$ cat config.mk
export PLATFORM = sky130hd
export DESIGN_NAME = tmr_wave
export DESIGN_NICKNAME = d
export VERILOG_FILES = /design/src/hw/README_unused_placeholder_none.sv /design/src/include/tmr_wave_pkg.sv /design/src/hw/tmr_wave.sv
export SDC_FILE = /design/constraint.sdc
export NUM_CORES = 1
export LEC_CHECK = 0
export BUFFER_PORTS_ARGS = -buffer_cell sky130_fd_sc_hd__clkbuf_2
export CORE_AREA = 2 2 83 85
export DETAILED_ROUTE_END_ITERATION = 8
export DIE_AREA = 0 0 85 87
export SYNTH_ARGS = -nofsm -noshare
export SYNTH_HDL_FRONTEND = slang
export SYNTH_SLANG_ARGS = --single-unit
$ cat constraint.sdc
create_clock -name clk_sys_i -period 3.8 [get_ports clk_sys_i]
set_input_delay 0 -clock clk_sys_i [delete_from_list [all_inputs] [get_ports clk_sys_i]]
set_output_delay 0 -clock clk_sys_i [all_outputs]
set_load 0.03 [all_outputs]
$ cat src/hw/README_unused_placeholder_none.sv
`timescale 1ns/1ps
`default_nettype none
`default_nettype wire

$ cat src/include/tmr_wave_pkg.sv
// Purpose: shared constants and types for the timer waveform block
// Assumes: 8-bit counter, 8-bit register bus, 3-bit register index
// Notes:   offsets are register indices on the plain register port

package tmr_wave_pkg;

  // ****************************************
  // register map
  // ****************************************
  localparam int unsigned ADDR_W      = 3;
  localparam logic [2:0]  OFS_CTRL    = 3'h0;  // mode, action, force
  localparam logic [2:0]  OFS_COUNT   = 3'h1;  // count_value
  localparam logic [2:0]  OFS_COMPARE = 3'h2;  // compare_value
  localparam logic [2:0]  OFS_FLAGS   = 3'h3;  // write one to clear
  localparam logic [2:0]  OFS_PIN     = 3'h4;  // port, direction, levels

  // ****************************************
  // field positions
  // ****************************************
  localparam int unsigned CTRL_MODE_LSB  = 0;
  localparam int unsigned CTRL_ACT_LSB   = 2;
  localparam int unsigned CTRL_FORCE_BIT = 7;
  localparam int unsigned FLAG_OVF_BIT   = 0;
  localparam int unsigned FLAG_CMP_BIT   = 1;
  localparam int unsigned PIN_PORT_BIT   = 0;
  localparam int unsigned PIN_DIR_BIT    = 1;
  localparam int unsigned PIN_LEVEL_BIT  = 2;
  localparam int unsigned PIN_LATCH_BIT  = 3;

  // ****************************************
  // counter extremes and reset values
  // ****************************************
  localparam logic [7:0] COUNT_MAX    = 8'hff;
  localparam logic [7:0] COUNT_BOTTOM = 8'h00;
  localparam logic [7:0] COUNT_RST    = 8'h00;
  localparam logic [7:0] COMPARE_RST  = 8'h00;
  localparam logic [7:0] RDATA_RST    = 8'h00;

  // ****************************************
  // modes and actions
  // ****************************************
  typedef enum logic [1:0] {
    MODE_NORMAL = 2'h0,
    MODE_PHASE  = 2'h1,  // not served: counts as normal, no output
    MODE_CLEAR  = 2'h2,
    MODE_FAST   = 2'h3
  } wave_mode_t;

  typedef enum logic [1:0] {
    ACT_NONE   = 2'h0,
    ACT_TOGGLE = 2'h1,
    ACT_CLEAR  = 2'h2,
    ACT_SET    = 2'h3
  } out_action_t;

  // register port request
  typedef struct packed {
    logic [2:0] addr;
    logic [7:0] wdata;
    logic       we;
    logic       re;
  } bus_req_t;

endpackage

$ cat src/hw/tmr_wave.sv
// Purpose: compare output and waveform modes of an 8-bit timer
// Assumes: tick_i is a one-cycle count enable from a prescaler
// Notes:   all state freezes while ce_i is low
//
// Notes on behaviour
// - nonzero action select drives pin from latch
// - pin direction stays with the direction bit
// - reset clears the compare output latch
// - action zero leaves latch unchanged at match
// - new action applies from next match
// - force strobe applies action at once, non-PWM
// - override ignores the wave mode
// - normal mode increments, wraps max to zero
// - normal overflow flag set when count wraps
// - count writes accepted any time
// - clear mode zeroes counter on match
// - clear mode compare unbuffered, may wrap first
// - clear mode sets compare flag at top
// - clear mode action one toggles each match
// - clear mode overflow only on max to zero
// - fast PWM counts to max then clears
// - fast PWM action two/three set polarity
// - fast PWM overflow flag set at max
// - fast PWM extremes: spike or constant level
// - PWM compare writes buffered, loaded at bottom
// - match sets compare flag next tick
// - count write blocks match at next tick
// - force sets no flag, leaves counter
//
// Our own choices: the placing of the registers and strobed register access.

`timescale 1ns/1ps
`default_nettype none

module tmr_wave (
  // clock, reset, enable
  input  wire logic                  clk_sys_i,
  input  wire logic                  reset_n_i,
  input  wire logic                  ce_i,
  // prescaled count enable
  input  wire logic                  tick_i,
  // register port
  input  wire tmr_wave_pkg::bus_req_t bus_i,
  output logic [7:0]                 rdata_o,
  // flag clears from interrupt execution
  input  wire logic                  ovf_ack_i,
  input  wire logic                  cmp_ack_i,
  // event flags
  output logic                       overflow_flag_o,
  output logic                       compare_flag_o,
  // general I/O pin
  input  wire logic                  pin_i,
  output logic                       pin_o,
  output logic                       pin_oe_o
);

  // ****************************************
  // state
  // ****************************************
  tmr_wave_pkg::wave_mode_t  wave_mode_select;     // counting sequence
  tmr_wave_pkg::out_action_t output_action_select; // latch action
  logic [7:0] count_value;          // counter
  logic [7:0] compare_value;        // active compare value
  logic [7:0] compare_buf;          // software-side buffer
  logic       compare_output_latch; // waveform state
  logic       overflow_flag;        // sticky overflow
  logic       compare_flag;         // sticky compare
  logic       port_bit;             // general port output
  logic       compare_pin_direction_bit; // pin drives when high
  logic       block_q;              // match blocked at next tick
  logic       pin_meta;             // first sync stage
  logic       pin_sync;             // second sync stage

  // ****************************************
  // decode
  // ****************************************
  logic wr_ctrl, wr_count, wr_cmp, wr_flags, wr_pin;
  logic is_pwm, tick, match, match_eff, bottom_evt;
  logic force_wr;
  tmr_wave_pkg::out_action_t force_act;

  // address compare, used by every strobe
  function automatic logic hit(input logic [2:0] a, input logic [2:0] ofs);
    hit = (a == ofs);
  endfunction

  // new latch value for an action; pwm mode knows no toggle
  function automatic logic apply_act(input logic cur,
                                     input tmr_wave_pkg::out_action_t a,
                                     input logic pwm);
    case (a)
      tmr_wave_pkg::ACT_TOGGLE: apply_act = pwm ? cur : ~cur;
      tmr_wave_pkg::ACT_CLEAR:  apply_act = 1'b0;
      tmr_wave_pkg::ACT_SET:    apply_act = 1'b1;
      default:                  apply_act = cur;
    endcase
  endfunction

  assign wr_ctrl  = bus_i.we && hit(bus_i.addr, tmr_wave_pkg::OFS_CTRL);
  assign wr_count = bus_i.we && hit(bus_i.addr, tmr_wave_pkg::OFS_COUNT);
  assign wr_cmp   = bus_i.we && hit(bus_i.addr, tmr_wave_pkg::OFS_COMPARE);
  assign wr_flags = bus_i.we && hit(bus_i.addr, tmr_wave_pkg::OFS_FLAGS);
  assign wr_pin   = bus_i.we && hit(bus_i.addr, tmr_wave_pkg::OFS_PIN);

  // phase correct is left pwm-buffered so force stays off there
  assign is_pwm = wave_mode_select[0];

  // force uses the action being written in the same word
  assign force_act = tmr_wave_pkg::out_action_t'(
                       bus_i.wdata[tmr_wave_pkg::CTRL_ACT_LSB +: 2]);
  assign force_wr  = wr_ctrl && bus_i.wdata[tmr_wave_pkg::CTRL_FORCE_BIT]
                     && !bus_i.wdata[tmr_wave_pkg::CTRL_MODE_LSB];

  assign tick       = tick_i;
  assign match      = (count_value == compare_value);
  assign match_eff  = tick && match && !block_q;
  assign bottom_evt = tick && !wr_count && (count_value == tmr_wave_pkg::COUNT_MAX);

  // ****************************************
  // control register
  // ****************************************
  // action change takes no effect until the next match, force or fast PWM bottom
  always_ff @(posedge clk_sys_i) begin
    if (!reset_n_i) begin
      wave_mode_select     <= tmr_wave_pkg::MODE_NORMAL;
      output_action_select <= tmr_wave_pkg::ACT_NONE;
    end else if (ce_i && wr_ctrl) begin
      wave_mode_select     <= tmr_wave_pkg::wave_mode_t'(
                                bus_i.wdata[tmr_wave_pkg::CTRL_MODE_LSB +: 2]);
      output_action_select <= force_act;
    end
  end

  // ****************************************
  // counter
  // ****************************************
  // software write beats clear and count
  always_ff @(posedge clk_sys_i) begin
    if (!reset_n_i) begin
      count_value <= tmr_wave_pkg::COUNT_RST;
    end else if (ce_i) begin
      if (wr_count) begin
        count_value <= bus_i.wdata;
      end else if (tick) begin
        if (wave_mode_select == tmr_wave_pkg::MODE_CLEAR && match_eff) begin
          count_value <= tmr_wave_pkg::COUNT_BOTTOM;
        end else if (wave_mode_select == tmr_wave_pkg::MODE_FAST
                     && count_value == tmr_wave_pkg::COUNT_MAX) begin
          count_value <= tmr_wave_pkg::COUNT_BOTTOM;
        end else begin
          count_value <= count_value + 8'h01;
        end
      end
    end
  end

  // ****************************************
  // match blocking after a count write
  // ****************************************
  // holds until a tick passes, even with the timer stopped
  always_ff @(posedge clk_sys_i) begin
    if (!reset_n_i) begin
      block_q <= 1'b0;
    end else if (ce_i) begin
      if (wr_count) begin
        block_q <= 1'b1;
      end else if (tick) begin
        block_q <= 1'b0;
      end
    end
  end

  // ****************************************
  // compare value and buffer
  // ****************************************
  // unbuffered in non-pwm modes, so a value below count wraps first
  always_ff @(posedge clk_sys_i) begin
    if (!reset_n_i) begin
      compare_value <= tmr_wave_pkg::COMPARE_RST;
      compare_buf   <= tmr_wave_pkg::COMPARE_RST;
    end else if (ce_i) begin
      if (wr_cmp) begin
        compare_buf <= bus_i.wdata;
      end
      if (wr_cmp && !is_pwm) begin
        compare_value <= bus_i.wdata;
      end else if (is_pwm && bottom_evt) begin
        compare_value <= compare_buf;
      end
    end
  end

  // ****************************************
  // compare output latch
  // ****************************************
  // bottom beats match so compare at max gives a constant level
  always_ff @(posedge clk_sys_i) begin
    if (!reset_n_i) begin
      compare_output_latch <= 1'b0;
    end else if (ce_i) begin
      if (force_wr) begin
        compare_output_latch <=
          apply_act(compare_output_latch, force_act, 1'b0);
      end else if (wave_mode_select == tmr_wave_pkg::MODE_FAST && bottom_evt
                   && output_action_select[1]) begin
        compare_output_latch <= ~output_action_select[0];
      end else if (match_eff && wave_mode_select != tmr_wave_pkg::MODE_PHASE) begin
        compare_output_latch <= apply_act(compare_output_latch,
                                  output_action_select, is_pwm);
      end
    end
  end

  // ****************************************
  // event flags
  // ****************************************
  // set wins over a clear arriving in the same cycle
  always_ff @(posedge clk_sys_i) begin
    if (!reset_n_i) begin
      overflow_flag <= 1'b0;
    end else if (ce_i) begin
      if (bottom_evt) begin
        overflow_flag <= 1'b1;
      end else if (ovf_ack_i ||
                   (wr_flags && bus_i.wdata[tmr_wave_pkg::FLAG_OVF_BIT])) begin
        overflow_flag <= 1'b0;
      end
    end
  end

  // force never reaches this flag
  always_ff @(posedge clk_sys_i) begin
    if (!reset_n_i) begin
      compare_flag <= 1'b0;
    end else if (ce_i) begin
      if (match_eff) begin
        compare_flag <= 1'b1;
      end else if (cmp_ack_i ||
                   (wr_flags && bus_i.wdata[tmr_wave_pkg::FLAG_CMP_BIT])) begin
        compare_flag <= 1'b0;
      end
    end
  end

  // ****************************************
  // pin port and synchroniser
  // ****************************************
  always_ff @(posedge clk_sys_i) begin
    if (!reset_n_i) begin
      port_bit                  <= 1'b0;
      compare_pin_direction_bit <= 1'b0;
    end else if (ce_i && wr_pin) begin
      port_bit                  <= bus_i.wdata[tmr_wave_pkg::PIN_PORT_BIT];
      compare_pin_direction_bit <= bus_i.wdata[tmr_wave_pkg::PIN_DIR_BIT];
    end
  end

  // pin level is only read back, two stages suffice
  always_ff @(posedge clk_sys_i) begin
    if (!reset_n_i) begin
      pin_meta <= 1'b0;
      pin_sync <= 1'b0;
    end else if (ce_i) begin
      pin_meta <= pin_i;
      pin_sync <= pin_meta;
    end
  end

  // override depends on action only, never on mode
  assign pin_o    = (output_action_select != tmr_wave_pkg::ACT_NONE)
                    ? compare_output_latch : port_bit;
  assign pin_oe_o = compare_pin_direction_bit;

  assign overflow_flag_o = overflow_flag;
  assign compare_flag_o  = compare_flag;

  // ****************************************
  // read data
  // ****************************************
  // force bit reads zero; unmapped index reads zero
  always_ff @(posedge clk_sys_i) begin
    if (!reset_n_i) begin
      rdata_o <= tmr_wave_pkg::RDATA_RST;
    end else if (ce_i) begin
      rdata_o <= tmr_wave_pkg::RDATA_RST;
      if (bus_i.re) begin
        if (hit(bus_i.addr, tmr_wave_pkg::OFS_CTRL)) begin
          rdata_o <= {4'h0, output_action_select, wave_mode_select};
        end else if (hit(bus_i.addr, tmr_wave_pkg::OFS_COUNT)) begin
          rdata_o <= count_value;
        end else if (hit(bus_i.addr, tmr_wave_pkg::OFS_COMPARE)) begin
          rdata_o <= compare_buf;
        end else if (hit(bus_i.addr, tmr_wave_pkg::OFS_FLAGS)) begin
          rdata_o <= {6'h00, compare_flag, overflow_flag};
        end else if (hit(bus_i.addr, tmr_wave_pkg::OFS_PIN)) begin
          rdata_o <= {4'h0, compare_output_latch, pin_sync,
                      compare_pin_direction_bit, port_bit};
        end
      end
    end
  end
endmodule

`default_nettype wire

==> results of run 1 <==
## area by class of cell
class | instances | area (µm²) | area share, %
multi-input combinational | 222 | 1490 | 53.7
sequential | 44 | 881 | 31.7
timing repair buffer | 35 | 193 | 6.94
tap | 80 | 100 | 3.61
clock buffer | 7 | 86.3 | 3.11
inverter | 5 | 18.8 | 0.676
clock inverter | 1 | 7.51 | 0.270
## state kept, by name, summed over array words and instances (netlist names), 2 cells and up
| name | cells |
|---|---|
| compare_buf | 8 |
| compare_value | 8 |
| count_value | 8 |
| rdata_o | 8 |
| output_action_select | 2 |
| wave_mode_select | 2 |
## path summary, 6_finish.rpt
check / start / end / slack [ns] / cells after the start
worst min register to register: rdata_o[2]$_SDFFE_PN0P_ / rdata_o[2]$_SDFFE_PN0P_ / 0.47 / 2
worst max-delay path: count_value[0]$_SDFFE_PN0P_ / count_value[3]$_SDFFE_PN0P_ / 1.69 / 6
worst max register to register: count_value[0]$_SDFFE_PN0P_ / count_value[3]$_SDFFE_PN0P_ / 1.69 / 6
worst min-delay path: bus_i[8] / compare_buf[6]$_SDFFE_PN0P_ / 0.003 / 3
## cells by family (layout without fill, tap and decap cells)
kind of cell / count (synthesis) / in the layout / share of synthesized area, %
and+or+nand+nor: 116 / 116 / 24.7
muxes: 30 / 30 / 11.9
xor gates and xnor gates: 9 / 9 / 3.09
AOI/OAI and AO/OA: 65 / 65 / 17.9
DFF: 44 / 44 / 34.6
adders and majority gates: 2 / 2 / 0.982
buffers and inverters: 26 / 48 / 6.92
## synthesized netlist by cell type (4+ instances only)
library cell	instances
inv_1	5
o22ai_1	4
xnor2_1	9
nand2b_1	4
buf_6	6
nor3_1	5
and3_1	6
buf_2	4
a21oi_1	15
a211oi_1	7
dfxtp_1	44
mux2i_1	28
nor2b_1	4
nand3_1	6
o21ai_0	7
a22oi_1	11
nor2_1	48
nand2_1	17
clkbuf_1	5
nand4_1	6
## tightest hold or removal path, cell delays in order
cell,delay (ns)
clkbuf_2,0.12
mux2i_1,0.07
nor2_1,0.08
## power breakdown
group / internal [µW] / switching, µW / total [µW] / leakage, µW
Clock: 148 / 161 / 309 / 0.0000445
Combinational: 43.1 / 68.3 / 111 / 0.000579
Sequential: 470 / 12.6 / 483 / 0.000356
## metal layers
metal	global-route usage (%)	part of all wire, %	wire (µm)	vias to the layer above
li1	-	-	-	1103
met1	25.8	47	2940	1036
met2	27.1	44	2740	71
met3	3.22	6.2	391	12
met4	7.36	3.0	191	0
met5	0	0	0	-
## through the flow
step	area, µm²	std cells	power, µW
finish	2780	394	903
global route	2780	394	947
CTS	2780	394	912
detailed placement	2650	383	603
global placement	2650	383	602
floorplan	2550	292	568
==> flow_metrics.py, run 1 <==
metrics = {
    "logic_synthesis": {
        "ys.flop_type": "dfxtp_1",
        "synth-async-reset-ratio_pct": 0,
        "synth.top_cell.area_share_pct": 34.6,
        "yosys.area.top_type": "dfxtp_1",
        "synth_warnings": 0,
        "ys_ff_latch": 44,
        "synth_area_um2": 2550,
        "syn-instance-count": 292,
        "synth_seq_area_share_pct": 34.6,
        "synth_edf_count": 0,
        "synth_cell_types": 56,
        "synth_area_leaders": "dfxtp_1 (35%), mux2i_1 (11%), nor2_1 (7.1%), a22oi_1 (3.2%), xnor2_1 (3.1%)",
        "syn_nets": 314,
        "avgSynthCellArea_um2": 8.72,
    },
    "sta": {
        "timing.hold.ws_ns": 0.00289,
        "postLayoutSetupSlackWorst_ns": 1.69,
        "finalCritPeriodShare_pct": 55.6,
        "drv_slew": 0,
        "period_minus_slack_ns": 2.11,
        "setup_tns_ns": 0,
        "skew_ns": 0.00790,
        "worstMarginPinSlew_ns": 0.994,
        "fmax_mhz": 473,
        "relSlewSlack_pct": 32.8,
        "setup_viol": 0,
        "rsz0062_at_grt": "false",
        "hold_violations": 0,
    },
    "floorplan": {
        "die-area_um2": 7400,
        "die_h_um": 87,
        "fp-row-count": 30,
        "die_x_um": 85,
        "start_util_pct": 38.8,
        "core_um2": 6570,
        "ioPinCount": 32,
    },
    "placement": {
        "pre_cts_slack_ns": 1.68,
        "hpwl_um": 4570,
        "port_buffers": 31,
        "finalWeightedCongestion": 0.948,
    },
    "min_path": {
        "hp-class": "in2reg",
    },
    "critical_path": {
        "cp_max_fo": 8,
        "worst-path-buf-inv": 0,
        "worst_setup_path_start_kind": "flop",
        "cpPeakStageDelay_ns": 0.52,
        "required_ns": 3.98,
        "cp-end-kind": "flop",
        "cp_cell_sequence": "ha_1 > nand3_4 > or3_1 > and4b_1 > a222oi_1 > nor2_1",
        "critPathKind": "reg2reg",
        "critical_path_arrival_ns": 2.30,
        "cp_slowest_cell": "or3_1",
        "critPathTopFamily": "simple AND/OR/NAND/NOR gates",
    },
    "route": {
        "drt_iter0_drc": 137,
        "dr.pass1.iters": 4,
        "viasPerCell": 5.64,
        "wl_per_cell_um": 15.9,
        "ant_nets": 0,
        "routed_wl_um": 6260,
        "vias": 2222,
        "drc": 0,
    },
    "global_routing": {
        "grtUsageTotal_pct": 18.2,
        "antenna_found_initial": 0,
        "grt_pass1_wl_um": 10700,
        "grt_max_degree": 25,
        "grt_pass1_vias": 2077,
        "overflow": 0,
    },
    "clock_network": {
        "htreeDepth": 2,
        "cts_sinks": 44,
        "root_buffer": "clkbuf_8",
        "post_cts_buffers": 0,
        "cts_resized": 0,
        "cts_buffers": 5,
        "clk-insertion-delay-late_ns": 0.30,
        "clk_pin_slew_ns": 0.08,
        "clock_path_buffers": 2,
        "tritoncts": "yes",
        "ctsHoldBuffers": 3,
    },
    "power_and_ir_drop": {
        "p_leak_uw": 0.000979,
        "ir_drop_mv": 0.181,
        "powerDensity_nw_per_um2": 325,
    },
    "flow_run": {
        "drv_cap": 0,
    },
    "cells_and_area": {
        "antenna_cells": 0,
        "fin_util_pct": 42.3,
        "final_cell_mix": "nor2_1 (48), dfxtp_1 (44), clkbuf_2 (31), mux2i_1 (28), nand2_1 (17)",
        "nets": 335,
        "n_fill_cell": 683,
        "mostFrequentLayoutCell": "nor2_1",
        "area_growth_pct": 8.99,
        "drive_gt1_share_pct": 16.9,
    },
    "outcome": {
        "status": "finished clean",
    },
}
Note: power is estimated with default switching activity, not from simulation.
==> run 2, diff against run 1 <==
- clock period: 3.8 -> 2.03 ns (I/O delays scaled with it)
==> flow_metrics.py, run 2 (same netlist as run 1, synthesis figures left out) <==
metrics = {
    "outcome": {
        "status": "finished clean",
    },
    "cells_and_area": {
        "post_layout_nonfiller_instances": 410,
        "postLayoutCellArea_um2": 2960,
        "n_fill_cell": 651,
        "nets": 351,
        "final_cell_mix": "nor2_1 (48), dfxtp_1 (43), clkbuf_2 (31), mux2i_1 (28), nand2_1 (17)",
        "antenna_cells": 0,
        "drive_gt1_share_pct": 21.5,
        "fin_util_pct": 45.1,
        "area_growth_pct": 16.2,
        "mostFrequentLayoutCell": "nor2_1",
    },
    "critical_path": {
        "critPathTopFamily": "simple AND/OR/NAND/NOR gates",
        "r2r_start": "count_value[1]$_SDFFE_PN0P_",
        "cpPeakStageDelay_ns": 0.32,
        "cp-end-kind": "flop",
        "critical_path_arrival_ns": 2.02,
        "cp_slowest_cell": "dfxtp_1",
        "cp_cell_sequence": "buf_4 > xnor2_1 > nand2_1 > nor4_2 > nor2_1 > a222oi_1 > nor2_1",
        "startpoint": "count_value[1]$_SDFFE_PN0P_",
        "worst-path-buf-inv": 1,
        "critPathKind": "reg2reg",
        "required_ns": 2.20,
        "worst_setup_path_start_kind": "flop",
        "cp_max_fo": 8,
        "crit_top_cell": "nor2_1",
    },
    "clock_network": {
        "clk_pin_slew_ns": 0.09,
        "cts_sinks": 44,
        "clock_path_buffers": 2,
        "cts_buffers": 5,
        "tritoncts": "yes",
        "root_buffer": "clkbuf_8",
        "clk-insertion-delay-late_ns": 0.31,
        "htreeDepth": 2,
    },
    "sta": {
        "skew_ns": 0.0131,
        "drv_slew": 0,
        "relSlewSlack_pct": 56.5,
        "rsz0062_at_grt": "false",
        "hold_violations": 0,
        "period_minus_slack_ns": 1.86,
        "finalCritPeriodShare_pct": 91.4,
        "fmax_mhz": 539,
        "worstMarginPinSlew_ns": 0.652,
        "setup_tns_ns": 0,
        "setup_viol": 0,
    },
    "floorplan": {
        "die-area_um2": 7400,
        "core_um2": 6570,
        "fp-row-count": 30,
        "ioPinCount": 32,
        "start_util_pct": 38.8,
        "die_h_um": 87,
        "die_x_um": 85,
    },
    "route": {
        "dr.pass1.iters": 5,
        "viasPerCell": 5.59,
        "ant_nets": 0,
        "drt_iter0_drc": 237,
        "drc": 0,
        "vias": 2293,
        "routed_wl_um": 6570,
        "wl_per_cell_um": 16.0,
    },
    "placement": {
        "placed_area_um2": 2770,
        "placed_cells": 397,
        "hpwl_um": 4780,
        "finalWeightedCongestion": 0.903,
        "port_buffers": 31,
    },
    "global_routing": {
        "grt_max_degree": 23,
        "overflow": 0,
        "grt_pass1_vias": 2076,
        "antenna_found_initial": 0,
        "grt_pass1_wl_um": 10600,
        "grtUsageTotal_pct": 18.3,
    },
    "power_and_ir_drop": {
        "p_leak_uw": 0.00109,
        "seqPwrFrac_pct": 48.1,
        "combPwrFrac_pct": 13.0,
        "power_switching_share_pct": 25.8,
        "finalPower_uw": 1860,
        "powerDensity_nw_per_um2": 630,
        "clkPwrFrac_pct": 38.9,
        "ir_drop_mv": 0.432,
        "p_int_uw": 1380,
        "p_sw_uw": 481,
    },
    "min_path": {
        "hp-class": "in2reg",
        "worstHoldStart": "reset_n_i",
    },
    "flow_run": {
        "drv_cap": 0,
    },
}
==> run 2: cell types whose count changed in the layout (fill, tap and decap cells not counted), sizes merged <==
cell	previous run	this run
clkbuf	38	37
clkinvlp	1	0
bufinv	0	1
buf	1	15
dlygate4sd3	3	5
clkinv	0	1
==> run 2: metal layers <==
layer / part of all wire [%] / track usage (%) / vias up / wire length [µm]
met5: 0 / 0 / - / 0
met4: 3.3 / 7.94 / 0 / 219
met3: 6.0 / 3.51 / 15 / 395
met2: 45 / 26.6 / 84 / 2930
met1: 46 / 26.2 / 1066 / 3020
li1: - / - / 1128 / -
==> run 2: through the flow <==
step | setup slack (ns) | hold WS, ns
floorplan | 0.158 | 0.122
global placement | 0.135 | 0.238
detailed placement | 0.101 | 0.247
CTS | 0.0940 | 0.0323
global route | 0.00508 | 0.0540
finish | 0.174 | 0.0431
==> run 2: what timing repair did <==
item / CTS / global route
hold buffers: 5 / 0
buffers inserted: 0 / 0
setup endpoints to repair: 0 / 12
gates resized for setup: 0 / 4
endpoints found under the hold margin: 6 / 0
==> run 2: power by group through the flow <==
stage | combinational [µW] | sequential, µW | clock (µW)
finish | 242 | 897 | 725
global route | 268 | 900 | 766
CTS | 240 | 897 | 743
detailed placement | 231 | 917 | 0
global placement | 230 | 917 | 0
floorplan | 146 | 917 | 0
==> run 2: cell type report <==
class                   count  area, µm²  share of cell area, %
well taps                  80        100                   3.38
repair buffers             51        330                   11.2
clock inverters             2       38.8                   1.31
inverters                   5       18.8                  0.634
flip-flops and latches     44        882                   29.8
clock buffers               6       82.6                   2.79
multi-input cells         222       1510                   50.9
==> run 2: worst reg2reg max path: cells and delay by family (launching register included) <==
kind / cells / cell delay (ns)
compound gates: 1 / 0.32
buf+inv: 1 / 0.15
xor+xnor: 1 / 0.21
flops: 1 / 0.32
simple gates: 4 / 0.72
==> run 2: final timing paths <==
check        depth (start not counted)                          end  slack, ns
max reg2reg                          7  count_value[2]$_SDFFE_PN0P_       0.17
min reg2reg                          2      rdata_o[2]$_SDFFE_PN0P_       0.48
max                                  7  count_value[2]$_SDFFE_PN0P_       0.17
min                                  3  count_value[6]$_SDFFE_PN0P_       0.04
